File: src/include/fsled_defines.vh
// Constants for the fieldbus status LED driver.
// Assumes a 25 MHz ref_clk; all periods are derived from it.
`ifndef FSLED_DEFINES_VH
`define FSLED_DEFINES_VH

// ==========================================
// Timing
`define FSLED_CLK_HZ          25000000
// Blink half period, in ms
`define FSLED_BLINK_HALF_MS   200
// Single-flash period and on time, in ms
`define FSLED_FLASH_PERIOD_MS 1200
`define FSLED_FLASH_ON_MS     200
// Flicker half period, in ms
`define FSLED_FLICK_HALF_MS   50
// Slow alive flash half period, in ms
`define FSLED_SLOW_HALF_MS    1000
// One prescaler tick per millisecond
`define FSLED_TICK_CYC        (`FSLED_CLK_HZ / 1000)
`define FSLED_PRE_W           15
`define FSLED_MS_W            11

// ==========================================
// Slave state codes
`define FSLED_ST_W            3
`define FSLED_ST_INIT         3'h0
`define FSLED_ST_PREOP        3'h1
`define FSLED_ST_SAFEOP       3'h2
`define FSLED_ST_OP           3'h3
`define FSLED_ST_BOOT         3'h4

`endif

File: src/hw/fsled_driver.v
// Fieldbus status LED driver: three green status LEDs and one red fault LED.
// Assumes all inputs are synchronous to ref_clk and the LEDs are active high.
`include "fsled_defines.vh"

// Notes on behaviour
// - Three green indicators and one red
// - Port LED: off, blink, single flash
// - Slave INIT: state LED off
// - Slave PRE-OP: state LED blinks
// - Slave SAFE-OP: state LED single flash
// - Slave OPERATIONAL: state LED steady on
// - Slave BOOTSTRAP: state LED flickers
// - Firmware alive: fault LED slow flash
// - No firmware or updating: fault steady
module fsled_driver (
  input  wire                   ref_clk,
  input  wire                   srst,
  input  wire                   in_link,
  input  wire                   in_activity,
  input  wire                   out_link,
  input  wire                   out_activity,
  input  wire [`FSLED_ST_W-1:0] slave_state,
  input  wire                   fw_running,
  input  wire                   fw_invalid,
  input  wire                   fw_updating,
  output reg                    in_port_led,
  output reg                    out_port_led,
  output reg                    state_led,
  output reg                    fault_indicator
);

  // ==========================================
  // Shared prescaler
  reg [`FSLED_PRE_W-1:0] pre_reg;
  reg [`FSLED_MS_W-1:0]  ms_reg;
  reg [`FSLED_MS_W-1:0]  flash_ms_reg;
  wire                   blink_lvl;
  wire                   flick_lvl;
  wire                   slow_lvl;
  wire                   tick;
  wire                   flash_on;

  assign tick     = (pre_reg == `FSLED_TICK_CYC - 1);
  assign flash_on = (flash_ms_reg < `FSLED_FLASH_ON_MS);

  // Millisecond tick counter
  always @(posedge ref_clk)
  begin
    if (srst)
      pre_reg <= {`FSLED_PRE_W{1'b0}};
    else if (tick)
      pre_reg <= {`FSLED_PRE_W{1'b0}};
    else
      pre_reg <= pre_reg + 1'b1;
  end

  // Single flash: short on time at start of each period
  always @(posedge ref_clk)
  begin
    if (srst)
      flash_ms_reg <= {`FSLED_MS_W{1'b0}};
    else if (tick)
    begin
      if (flash_ms_reg == `FSLED_FLASH_PERIOD_MS - 1)
        flash_ms_reg <= {`FSLED_MS_W{1'b0}};
      else
        flash_ms_reg <= flash_ms_reg + 1'b1;
    end
  end

  // Symmetric blink for busy ports and PRE-OP
  fsled_toggle #(
    .CNT_W      (`FSLED_MS_W),
    .HALF_TICKS (`FSLED_BLINK_HALF_MS)
  ) blink_gen (
    .ref_clk (ref_clk),
    .srst    (srst),
    .tick    (tick),
    .level   (blink_lvl)
  );

  // Fast flicker for BOOTSTRAP
  fsled_toggle #(
    .CNT_W      (`FSLED_MS_W),
    .HALF_TICKS (`FSLED_FLICK_HALF_MS)
  ) flick_gen (
    .ref_clk (ref_clk),
    .srst    (srst),
    .tick    (tick),
    .level   (flick_lvl)
  );

  // Slow alive flash for the fault LED
  fsled_toggle #(
    .CNT_W      (`FSLED_MS_W),
    .HALF_TICKS (`FSLED_SLOW_HALF_MS)
  ) slow_gen (
    .ref_clk (ref_clk),
    .srst    (srst),
    .tick    (tick),
    .level   (slow_lvl)
  );

  // ==========================================
  // LED selection
  wire in_next;
  wire out_next;
  reg  state_next;
  reg  fault_next;

  // Inbound port pattern choice
  fsled_port_sel in_sel (
    .link     (in_link),
    .activity (in_activity),
    .blink    (blink_lvl),
    .flash    (flash_on),
    .led      (in_next)
  );

  // Outbound port pattern choice, own status only
  fsled_port_sel out_sel (
    .link     (out_link),
    .activity (out_activity),
    .blink    (blink_lvl),
    .flash    (flash_on),
    .led      (out_next)
  );

  // Fault LED: steady on beats the alive flash
  always @*
  begin
    fault_next = 1'b0;
    if (fw_invalid | fw_updating)
      fault_next = 1'b1;
    else if (fw_running)
      fault_next = slow_lvl;
  end

  // State LED pattern per slave state, unknown codes dark
  always @*
  begin
    case (slave_state)
      `FSLED_ST_INIT:   state_next = 1'b0;
      `FSLED_ST_PREOP:  state_next = blink_lvl;
      `FSLED_ST_SAFEOP: state_next = flash_on;
      `FSLED_ST_OP:     state_next = 1'b1;
      `FSLED_ST_BOOT:   state_next = flick_lvl;
      default:          state_next = 1'b0;
    endcase
  end

  // Registered LED outputs
  always @(posedge ref_clk)
  begin
    if (srst)
    begin
      in_port_led     <= 1'b0;
      out_port_led    <= 1'b0;
      state_led       <= 1'b0;
      fault_indicator <= 1'b0;
    end
    else
    begin
      in_port_led     <= in_next;
      out_port_led    <= out_next;
      state_led       <= state_next;
      fault_indicator <= fault_next;
    end
  end

endmodule

// ==========================================
// Tick-stepped toggle
// Counts HALF_TICKS ticks, then flips its level; starts low after reset.
// All instances share one tick, so their phases stay locked together.
module fsled_toggle #(
  parameter CNT_W      = `FSLED_MS_W,
  parameter HALF_TICKS = `FSLED_BLINK_HALF_MS
) (
  input  wire ref_clk,
  input  wire srst,
  input  wire tick,
  output reg  level
);

  // Last count before the level flips
  localparam [CNT_W-1:0] LAST = HALF_TICKS - 1;

  reg [CNT_W-1:0] cnt_reg;

  // Half-period counter and level flip
  always @(posedge ref_clk)
  begin
    if (srst)
    begin
      cnt_reg <= {CNT_W{1'b0}};
      level   <= 1'b0;
    end
    else if (tick)
    begin
      if (cnt_reg == LAST)
      begin
        cnt_reg <= {CNT_W{1'b0}};
        level   <= ~level;
      end
      else
        cnt_reg <= cnt_reg + 1'b1;
    end
  end

endmodule

// ==========================================
// Port LED pattern choice
// Off without link, blink when busy, single flash when idle.
module fsled_port_sel (
  input  wire link,
  input  wire activity,
  input  wire blink,
  input  wire flash,
  output wire led
);

  // Link gates the pattern
  assign led = link & (activity ? blink : flash);

endmodule

File: config.mk
export PLATFORM = sky130hd
export DESIGN_NAME = fsled_driver
export DESIGN_NICKNAME = d
export VERILOG_FILES = /design/src/hw/fsled_driver.v
export VERILOG_INCLUDE_DIRS = /design/src /design/src/include
export SDC_FILE = /design/constraint.sdc
export NUM_CORES = 1
export LEC_CHECK = 0
export BUFFER_PORTS_ARGS = -buffer_cell sky130_fd_sc_hd__buf_2
export CORE_UTILIZATION = 42
export DETAILED_ROUTE_END_ITERATION = 12
export PLACE_DENSITY_LB_ADDON = 0.2
export SETUP_SLACK_MARGIN = 0.2
export SKIP_CTS_REPAIR_TIMING = 1
export SYNTH_ARGS = -nofsm -noshare
export SYNTH_HDL_FRONTEND = slang
export SYNTH_HIERARCHICAL = 1
export SYNTH_SLANG_ARGS = --single-unit
File: constraint.sdc
create_clock -name ref_clk -period 6.7 [get_ports ref_clk]
set_input_delay 0.335 -clock ref_clk [delete_from_list [all_inputs] [get_ports ref_clk]]
set_output_delay 0.335 -clock ref_clk [all_outputs]
set_load 0.05 [all_outputs]
==> results of run 1 <==
==> worst paths after layout <==
check	endpoint
setup / recovery	flick_gen/cnt_reg[1]$_SDFFE_PP0P_
hold / removal	fault_indicator$_SDFF_PP0_
setup reg to reg	flick_gen/cnt_reg[1]$_SDFFE_PP0P_
hold reg to reg	pre_reg[0]$_SDFF_PP0_
==> power by group through the flow <==
stage | Sequential [uW] | Combinational [uW] | Clock [uW]
final | 396 | 23.3 | 414
after floorplan | 409 | 10.8 | 0
after detailed placement | 405 | 23.6 | 0
after global placement | 405 | 23.4 | 0
after global routing | 396 | 26.1 | 444
after CTS | 396 | 23.8 | 424
==> routing by layer <==
layer,vias up,global-route usage [%]
met5,-,0
met4,0,6.41
met3,5,5.37
met2,21,28.2
met1,1179,22.5
li1,1288,-
==> synth_stat cells, types with 2 or more instances <==
cell type / number / area, um^2
a211oi_1: 2 / 15.0
a21oi_1: 32 / 160
and3_1: 2 / 12.5
and4_1: 4 / 35.0
and4bb_1: 2 / 25.0
buf_2: 4 / 20.0
clkbuf_1: 3 / 11.3
dfxtp_1: 66 / 1320
ha_1: 6 / 75.1
inv_1: 9 / 33.8
mux2i_1: 4 / 40.0
nand2_1: 20 / 75.1
nand3_1: 12 / 60.1
nand4_1: 19 / 119
nand4_2: 2 / 25.0
nand4b_1: 2 / 17.5
nor2_1: 32 / 120
nor2b_1: 4 / 25.0
nor3_1: 2 / 10.0
nor4_1: 3 / 18.8
nor4b_1: 2 / 17.5
o21ai_0: 19 / 95.1
o31ai_1: 12 / 90.1
o31ai_4: 2 / 42.5
or3_1: 18 / 113
or3_4: 2 / 22.5
or4_1: 11 / 82.6
xnor2_1: 10 / 87.6
xor2_1: 15 / 131
==> layout make-up <==
| class | instances | area [um^2] | share of cell area (%) |
|---|---|---|---|
| clock inverter | 6 | 114 | 3.27 |
| timing repair buffer | 16 | 82.6 | 2.37 |
| clock buffer | 10 | 138 | 3.96 |
| tap | 96 | 120 | 3.45 |
| multi-input combinational | 253 | 1670 | 47.9 |
| sequential | 66 | 1320 | 38.0 |
| inverter | 10 | 37.5 | 1.08 |
==> worst reg2reg max path: cells and delay by family (launching register included) <==
kind                     cells  cell delay, ns
adder cells (fa/ha/maj)      1            0.20
flip-flops                   1            0.35
AND/OR/NAND/NOR              3            1.13
AO/OA/AOI/OAI                2            0.59
buffers and inverters        2            0.81
==> through the flow <==
stage	hold slack [ns]	util, %
floorplan	0.404	-
global placement	0.433	46.5
detailed placement	0.444	46.5
CTS	0.179	50.1
global route	0.211	50.1
finish	0.193	50.1
==> cells by family after synthesis <==
logic type	count (synthesis)	share of synthesized area, %
xor+xnor	25	7.11
fa+ha+maj	6	2.44
mux	4	1.30
flops	66	42.9
buf+inv	20	3.04
compound gates	71	14.2
simple gates	147	29.0
==> results by group, run 1 <==
Outcome
  • Status: completed

Place
  • Inst Count DP: 441
  • Worst slack, placed: 3.49 ns
  • # port buffers: 15
  • Routability cong.: 0.768
  • Placed Instance Area: 3230 um^2
  • Detailed placer's ending HPWL: 4190 um

Timing
  • Worst Skew: 0.0119 ns
  • Setup TNS: 0 ns
  • Final period util: 48.2%
  • Rel. slew slack: 48.4%
  • # setup viols final: 0
  • Worst setup margin: 3.47 ns
  • RSZ-0062 raised after global routing: false
  • Final slew viol count: 0
  • Hold Vio Cnt, Final: 0
  • Max Clock Freq: 309 MHz
  • Final min period: 3.23 ns
  • Measured slew at the worst slew-check pin: 0.768 ns

Yosys
  • Async S/R FF share, synth: 0%
  • Syn. warnings: 6
  • Synth cell types: 47
  • Sequential-to-total area share from yosys stat: 42.9%
  • Synth Cell Area: 3080 um^2
  • Ys flop type: dfxtp_1
  • Synth Net Count: 357
  • #FFs+latches synth: 66
  • Syn_area_per_cell: 9.09 um^2
  • Cells after Synth: 339
  • Post-synth EDFFs: 0

Run
  • Max-cap check violation count: 0

Floorplan
  • Die outline width: 87.7 um
  • Starting density of the core: 44.4%
  • Placeable Area: 6940 um^2
  • Die area: 7680 um^2
  • Std cell rows: 30
  • Die height: 87.7 um
  • IO Count: 16

Worst setup path
  • Worst EP arrival: 3.44 ns
  • R2r startpoint: pre_reg[0]$_SDFF_PP0_
  • Cell count along the critical path: 8
  • CP endpoint kind: flop
  • Family with the most delay on the worst path: simple AND/OR/NAND/NOR gates
  • Path depth of the worst reg2reg path: 8
  • Worst path max stage delay: 0.55 ns
  • Critical path buffer and inverter count: 2
  • Slowest CP cell: inv_2
  • Worst-path cell chain: ha_1 -> and2_1 -> nand4_2 -> inv_2 -> or3b_2 -> o31ai_1 -> buf_4 -> a211oi_1
  • Startpoint types: flop
  • Crit Path Max Fanout: 24
  • Required @ worst endpoint: 6.91 ns
  • Flop2flop setup slack: 3.47 ns
  • Crit Path Category: reg2reg
  • Setup crit start: pre_reg[0]$_SDFF_PP0_

Power
  • Clock power share: 49.6%
  • LEAKAGE: 0.00118 uW
  • Combinational share of power: 2.8%
  • Tot Pwr: 833 uW
  • NetSw: 172 uW
  • Power Density: 239 nW/um^2
  • Flop pwr share: 47.6%
  • P_int: 660 uW
  • Net Sw Frac: 20.7%
  • Worst vdd ir: 0.0000885 V

Layout
  • Largest register FFs: 15
  • Design area: 3480 um^2
  • Area Growth Syn to Fin: 12.9%
  • Layout cells sized above 1: 13.0%
  • Ant. Diodes: 0
  • Non-Filler Instances: 457
  • Commonest cells after routing, fill and taps aside: dfxtp_1 (66), nor2_1 (32), a21oi_1 (32), nand2_1 (20)
  • Commonest non-fill, non-tap cell in the layout: dfxtp_1
  • # fillers: 665
  • Final Net Count: 374

CTS
  • Clock slew at reported path FFs: 0.08 ns
  • Root Driver: clkbuf_8
  • Clk sinks: 66
  • Cts bufs inserted: 9
  • Clock buffer depth: 2
  • Clk_lat worst skew: 0.34 ns
  • H-tree Lvls: 3
  • TritonCTS clock tree: done

GRT
  • Largest net degree at the start of global routing: 25
  • Grt ovf: 0
  • Initial antenna violation count: 0
  • GRT Overall Usage: 17.6%
  • Vias in the first global route: 2275
  • First-pass GRT wire length: 10600 um

Routing
  • Met1 Wirelength: 2920 um
  • TritonRoute pass-1 iters: 4
  • Final ANT Viol Nets: 0
  • Drt drc: 0
  • Wire per inst: 13.0 um
  • Highest metal used: met4
  • WL met3: 153 um
  • Avg Vias per Cell: 5.46
  • Post-Route WL: 5940 um
  • Vias post-DR: 2493
  • Iteration-0 DRC Markers: 87
  • Metal2 WL: 2830 um

Hold path
  • Worst Hold Launch: fw_invalid
  • Hold Path Class: in2reg
  • WHS Path Cells: 3
No activity file was read; power rests on OpenSTA's default activity.
==> inputs of run 2 (changes only) <==
--- a/config.mk
+++ b/config.mk
@@ -6,6 +6,7 @@
 export SDC_FILE = /design/constraint.sdc
 export NUM_CORES = 1
 export LEC_CHECK = 0
+export ABC_AREA = 1
 export BUFFER_PORTS_ARGS = -buffer_cell sky130_fd_sc_hd__buf_2
 export CORE_UTILIZATION = 42
 export DETAILED_ROUTE_END_ITERATION = 12
==> constraint.sdc (replaced) <==
create_clock -name ref_clk -period 2.86 [get_ports ref_clk]
set_input_delay 0.143 -clock ref_clk [delete_from_list [all_inputs] [get_ports ref_clk]]
set_output_delay 0.143 -clock ref_clk [all_outputs]
set_load 0.05 [all_outputs]
==> run 2 against run 1 <==
  * Clock power is 88% higher
  * Sequential share of layout area is 4.7 points lower
  * Combinational power grew to 2.7 times the previous value
  * Non-clock buffer count is 1 higher
  * Critical path depth is 2 higher
  * Sequential cell count stayed put
  * Critical path type unchanged
  * Largest power group is now registers
  * Highest routed layer unchanged
==> results by group, run 2 <==
Outcome
  • Status: completed

Floorplan
  • Std cell rows: 33 (+10%)
  • Placeable Area: 8220 um^2 (+18%)
  • Die height: 94.3 um (+7.6%)
  • IO Count: 16 (unchanged)
  • Die area: 8890 um^2 (+16%)
  • Starting density of the core: 43.6% (-0.83 points)
  • Die outline width: 94.3 um (+7.6%)

Timing
  • # setup viols final: 0 (unchanged)
  • Final min period: 2.23 ns (-1.00 ns)
  • Worst setup margin: 0.629 ns (-2.84 ns)
  • Rel. slew slack: 63.6% (+15 points)
  • Setup TNS: 0 ns (unchanged)
  • Worst Skew: 0.00823 ns (-0.00369 ns)
  • Hold Vio Cnt, Final: 0 (unchanged)
  • Final slew viol count: 0 (unchanged)
  • RSZ-0062 raised after global routing: false
  • Measured slew at the worst slew-check pin: 0.545 ns (-0.223 ns)
  • Max Clock Freq: 448 MHz (+45%)
  • Final period util: 78.0% (+30 points)

Worst setup path
  • Crit Path Category: reg2reg
  • Worst-path cell chain: ha_1 -> nand2_1 -> nor2_2 -> nand2_1 -> nor2_4 -> inv_1 -> nor2_2 -> nand3_2 -> nand2_2 -> nor2_1
  • Setup crit start: pre_reg[0]$_SDFF_PP0_
  • RR Endpoint: slow_gen/cnt_reg[8]$_SDFFE_PP0P_
  • Worst EP arrival: 2.46 ns (-0.98 ns)
  • Flop2flop setup slack: 0.63 ns (-2.84 ns)
  • Path depth of the worst reg2reg path: 10 (+2)
  • CP endpoint kind: flop
  • Crit Path Max Fanout: 20 (-17%)
  • Worst path max stage delay: 0.44 ns (-0.11 ns)
  • Required @ worst endpoint: 3.09 ns (-3.82 ns)
  • Worst Setup EP: slow_gen/cnt_reg[8]$_SDFFE_PP0P_
  • Startpoint types: flop
  • R2r startpoint: pre_reg[0]$_SDFF_PP0_
  • Slowest CP cell: nor2_4

Yosys
  • Async S/R FF share, synth: 0% (unchanged)
  • Cells after Synth: 523 (+54%)
  • Post-synth EDFFs: 0 (unchanged)
  • Post-synth top area cell: dfxtp_1
  • Ys flop type: dfxtp_1
  • Synth Net Count: 541 (+52%)
  • Syn_area_per_cell: 6.84 um^2 (-25%)
  • Top post-synthesis cells by area: dfxtp_1 (37%), nand2_1 (12%), inv_1 (8.5%), nor2_1 (8.2%), nand3_1 (4.9%)
  • Share of the synthesized area in the top cell type: 36.9% (-6.0 points)
  • #FFs+latches synth: 66 (unchanged)
  • Synth Cell Area: 3580 um^2 (+16%)
  • Commonest cells post-synth: nand2_1 (118), inv_1 (81), nor2_1 (78)
  • Synth cell types: 28 (-40%)
  • Syn. warnings: 6 (unchanged)
  • Sequential-to-total area share from yosys stat: 36.9% (-6.0 points)
  • Cell with the most instances after synthesis: nand2_1

Place
  • # port buffers: 15 (unchanged)
  • Routability cong.: 0.852 (+11%)
  • Worst slack, placed: 0.645 ns (-2.84 ns)
  • Placed Instance Area: 3780 um^2 (+17%)
  • Detailed placer's ending HPWL: 5390 um (+29%)

GRT
  • Grt ovf: 0 (unchanged)
  • Vias in the first global route: 2905 (+28%)
  • Largest net degree at the start of global routing: 21 (-16%)
  • First-pass GRT wire length: 12700 um (+20%)
  • Initial antenna violation count: 0 (unchanged)
  • GRT Overall Usage: 18.2% (+0.53 points)

Power
  • Tot Pwr: 1770 uW (+110%)
  • LEAKAGE: 0.00158 uW (+34%)
  • Worst vdd ir: 0.000252 V (+180%)
  • Power Density: 446 nW/um^2 (+86%)

Routing
  • Avg Vias per Cell: 4.74 (-13%)
  • Drt drc: 0 (unchanged)
  • Vias post-DR: 3113 (+25%)
  • TritonRoute pass-1 iters: 4 (unchanged)
  • Wire per inst: 10.8 um (-17%)
  • Final ANT Viol Nets: 0 (unchanged)
  • Iteration-0 DRC Markers: 140 (+61%)
  • Post-Route WL: 7100 um (+20%)

CTS
  • H-tree Lvls: 3 (unchanged)
  • Clock buffer depth: 2 (unchanged)
  • Clock slew at reported path FFs: 0.07 ns (about the same)
  • TritonCTS clock tree: done
  • Clk sinks: 66 (unchanged)
  • Clk_lat worst skew: 0.34 ns (about the same)
  • Root Driver: clkbuf_8
  • Cts bufs inserted: 9 (unchanged)

Hold path
  • Hold Path Class: in2reg

Layout
  • Design area: 3970 um^2 (+14%)
  • Commonest non-fill, non-tap cell in the layout: nand2_1
  • Ant. Diodes: 0 (unchanged)
  • Largest register FFs: 15 (unchanged)
  • Area Growth Syn to Fin: 11.0%
  • Final Net Count: 567 (+52%)
  • # fillers: 837 (+26%)
  • Commonest cells after routing, fill and taps aside: nand2_1 (118), inv_1 (81), nor2_1 (78), dfxtp_1 (66), nand3_1 (35)
  • Post-Route Utilization: 48.3% (-1.8 points)
  • Layout cells sized above 1: 16.5% (+3.5 points)

Run
  • Max-cap check violation count: 0 (unchanged)
-- run 2: changes by cell type after synthesis, sizes merged, moves of 12 or more --
cell and change:
or4 -12, nand3 +37, inv +73, nor2 +72, nor3 +17, o31ai -14, or3 -21, nand2 +110
-- run 2: logic make-up after synthesis --
| logic type | share of synthesized area, % |
|---|---|
| xor+xnor | 3.67 |
| buf+inv | 9.23 |
| flops | 36.9 |
| compound gates | 5.35 |
| fa+ha+maj | 2.10 |
| simple gates | 42.7 |
-- run 2: final cells by class --
cell class,count,area (um^2),area share (%)
tap,105,131,3.31
multi-input combinational,372,1930,48.5
timing repair buffer,17,90.1,2.27
clock buffer,11,151,3.81
sequential,66,1320,33.3
clock inverter,3,40.0,1.01
inverter,83,312,7.84
-- run 2: per-layer routing --
metal / GRT usage, % / vias to the layer above / part of all wire, %
li1: - / 1684 / -
met4: 8.21 / 0 / 1.2
met5: 0 / - / 0
met3: 3.16 / 7 / 3.3
met1: 22.8 / 1385 / 48
met2: 30.2 / 37 / 47
-- run 2: how the worst min path moves through the flow --
stage	from	end	slack, ns	cells after the start
2_1_floorplan	srst	blink_gen/cnt_reg[8]$_SDFFE_PP0P_	0.21	1
3_3_place_gp	fw_invalid	fault_indicator$_SDFF_PP0_	0.38	3
3_5_place_dp	fw_invalid	fault_indicator$_SDFF_PP0_	0.40	3
4_1_cts	fw_running	fault_indicator$_SDFF_PP0_	0.03	3
5_1_grt	fw_running	fault_indicator$_SDFF_PP0_	0.05	3
6_report	fw_invalid	fault_indicator$_SDFF_PP0_	0.05	3
-- run 2: critical path, delay by kind of cell, from the launching register on --
family                   cells  cell delay, ns
flip-flops                   1            0.39
AND/OR/NAND/NOR              8            1.32
adder cells (fa/ha/maj)      1            0.23
buffers and inverters        1            0.19
-- run 2: where the power goes --
| group | switching (uW) | total (uW) | internal [uW] | leakage [uW] |
|---|---|---|---|---|
| clock network | 342 | 779 | 438 | 0.000101 |
| logic | 43.7 | 62.5 | 18.8 | 0.000944 |
| registers | 4.01 | 929 | 925 | 0.000533 |
-- run 2: metrics by stage --
stage,hold slack [ns],instances
final,0.0467,657
after floorplan,0.210,523
after global routing,0.0541,657
after global placement,0.384,643
after CTS,0.0340,657
after detailed placement,0.399,643
==> inputs of run 3 (changes only) <==
==> constraint.sdc (replaced) <==
create_clock -name ref_clk -period 2.29 [get_ports ref_clk]
set_input_delay 0.1145 -clock ref_clk [delete_from_list [all_inputs] [get_ports ref_clk]]
set_output_delay 0.1145 -clock ref_clk [all_outputs]
set_load 0.05 [all_outputs]
==> run 3 against run 2 <==
  * Count of clock-buffer cells in the layout is 1 lower
  * Utilization grew 0.72 points
  * Final cell count is 0.46% higher
  * Critical path type unchanged
  * Critical endpoint is now slow_gen/cnt_reg[0]$_SDFFE_PP0P_
  * Highest routed layer unchanged
==> results by group, run 3 (synthesis gave the netlist of run 2 again) <==
CTS
  • Clock slew at reported path FFs: 0.08 ns (about the same)
  • H-tree Lvls: 3 (unchanged)
  • Cts bufs inserted: 9 (unchanged)
  • TritonCTS clock tree: done
  • Root Driver: clkbuf_8
  • Clk sinks: 66 (unchanged)
  • Clk_lat worst skew: 0.35 ns (about the same)
  • Clock buffer depth: 2 (unchanged)

GRT
  • Vias in the first global route: 2905 (unchanged)
  • Largest net degree at the start of global routing: 19 (-9.5%)
  • GRT Overall Usage: 18.0% (-0.13 points)
  • Initial antenna violation count: 0 (unchanged)
  • First-pass GRT wire length: 12400 um (-1.9%)
  • Grt ovf: 0 (unchanged)

Routing
  • Drt drc: 0 (unchanged)
  • Post-Route WL: 7180 um (+1.1%)
  • Final ANT Viol Nets: 0 (unchanged)
  • Wire per inst: 10.9 um (+0.61%)
  • Iteration-0 DRC Markers: 151 (+7.9%)
  • TritonRoute pass-1 iters: 4 (unchanged)
  • Vias post-DR: 3143 (+0.96%)
  • Avg Vias per Cell: 4.76 (+0.50%)

Hold path
  • Worst Hold Launch: fw_invalid
  • Hold Path Class: in2reg
  • WHS Path Cells: 3 (unchanged)
  • Hold Crit Endpoint: fault_indicator$_SDFF_PP0_

Timing
  • Worst Skew: 0.0117 ns (+0.00345 ns)
  • Max Clock Freq: 522 MHz (+16%)
  • RSZ-0062 raised after global routing: false
  • # setup viols final: 0 (unchanged)
  • Worst setup margin: 0.375 ns (-0.254 ns)
  • WHS: 0.0128 ns (-0.0339 ns)
  • Measured slew at the worst slew-check pin: 0.317 ns (-0.228 ns)
  • Final period util: 83.6% (+5.6 points)
  • Final slew viol count: 0 (unchanged)
  • Setup TNS: 0 ns (unchanged)
  • Final min period: 1.92 ns (-0.316 ns)
  • Hold Vio Cnt, Final: 0 (unchanged)
  • Rel. slew slack: 78.8% (+15 points)

Worst setup path
  • CP endpoint kind: flop
  • Required @ worst endpoint: 2.52 ns (-0.57 ns)
  • Worst EP arrival: 2.14 ns (-0.32 ns)
  • R2r startpoint: pre_reg[0]$_SDFF_PP0_
  • Crit Path Max Fanout: 7 (-65%)
  • Path depth of the worst reg2reg path: 11 (+1)
  • Startpoint types: flop
  • Flop2flop setup slack: 0.37 ns (-0.25 ns)
  • RR Endpoint: slow_gen/cnt_reg[0]$_SDFFE_PP0P_
  • Crit Path Category: reg2reg

Place
  • Routability cong.: 0.881 (+3.5%)
  • Worst slack, placed: 0.224 ns (-0.421 ns)
  • Inst Count DP: 643 (unchanged)
  • Detailed placer's ending HPWL: 5260 um (-2.4%)
  • # port buffers: 15 (unchanged)

Floorplan
  • Placeable Area: 8220 um^2 (unchanged)
  • Die outline width: 94.3 um (unchanged)
  • IO Count: 16 (unchanged)
  • Std cell rows: 33 (unchanged)
  • Die area: 8890 um^2 (unchanged)
  • Starting density of the core: 43.6% (unchanged)
  • Die height: 94.3 um (unchanged)

Run
  • Max-cap check violation count: 0 (unchanged)

Layout
  • Non-Filler Instances: 660 (+0.46%)
  • Largest register FFs: 15 (unchanged)
  • Commonest non-fill, non-tap cell in the layout: nand2_1
  • Final Net Count: 569 (+0.35%)
  • Layout cells sized above 1: 17.5% (+0.99 points)
  • # fillers: 813 (-2.9%)
  • Flip-flop and latch area: 1320 um^2 (about the same)
  • Area of the multi-input gates: 1940 um^2 (+0.84%)
  • Area Growth Syn to Fin: 12.7%
  • Ant. Diodes: 0 (unchanged)
  • Commonest cells after routing, fill and taps aside: nand2_1 (117), inv_1 (81), nor2_1 (78), dfxtp_1 (65), nand3_1 (35)

Power
  • Worst vdd ir: 0.000317 V (+26%)
  • Power Density: 548 nW/um^2 (+23%)
  • LEAKAGE: 0.00160 uW (+1.6%)

Outcome
  • Status: completed
[run 3: cell types whose count changed in the layout (fill, tap and decap cells not counted), sizes merged]
cell      delta
buf          +2
clkinvlp     +2
clkbuf       -1
[run 3: power by group]
group | leakage (uW) | internal (uW) | switching, uW
sequential | 0.000533 | 1150 | 4.98
clock | 0.0000941 | 522 | 447
combinational | 0.000976 | 24.4 | 55.3
[run 3: area by class of cell]
type / count / area share [%]
multi-input cells: 372 / 48.2
flip-flops and latches: 66 / 32.8
inverters: 83 / 7.73
clock buffers: 10 / 3.41
well taps: 105 / 3.26
repair buffers: 19 / 3.23
clock inverters: 5 / 1.37
[run 3: how the worst max path moves through the flow]
stage,slack [ns],endpoint,from,cells past startpoint
floorplan,0.37,slow_gen/cnt_reg[3]$_SDFFE_PP0P_,pre_reg[0]$_SDFF_PP0_,10
global placement,0.28,flick_gen/cnt_reg[5]$_SDFFE_PP0P_,pre_reg[0]$_SDFF_PP0_,11
detailed placement,0.22,flick_gen/cnt_reg[5]$_SDFFE_PP0P_,pre_reg[0]$_SDFF_PP0_,11
CTS,0.19,flick_gen/cnt_reg[5]$_SDFFE_PP0P_,pre_reg[0]$_SDFF_PP0_,11
global route,0.22,blink_gen/cnt_reg[8]$_SDFFE_PP0P_,pre_reg[0]$_SDFF_PP0_,11
finish,0.37,slow_gen/cnt_reg[0]$_SDFFE_PP0P_,pre_reg[0]$_SDFF_PP0_,11
[run 3: worst max-delay path: stages, from the launching register on]
cell     delay, ns
dfxtp_2       0.36
ha_2          0.21
nand2_1       0.07
nor2_2        0.15
nand2_1       0.11
nor2_4        0.18
buf_12        0.13
inv_1         0.07
nor2_2        0.18
nand3_2       0.12
nand2_2       0.17
nor3_1        0.07
[run 3: routing by layer]
metal,part of all wire (%),global-route usage [%]
met5,0,0
met1,49,22.0
met3,3.0,3.96
met2,46,29.5
met4,1.2,9.49
[run 3: stage by stage]
step	power, uW	utilization (%)	area (um^2)
finish	2210	49.1	4030
CTS	2250	48.5	3990
detailed placement	1270	46.2	3790
global route	2300	49.1	4030
global placement	1260	46.2	3790
floorplan	1240	-	3580
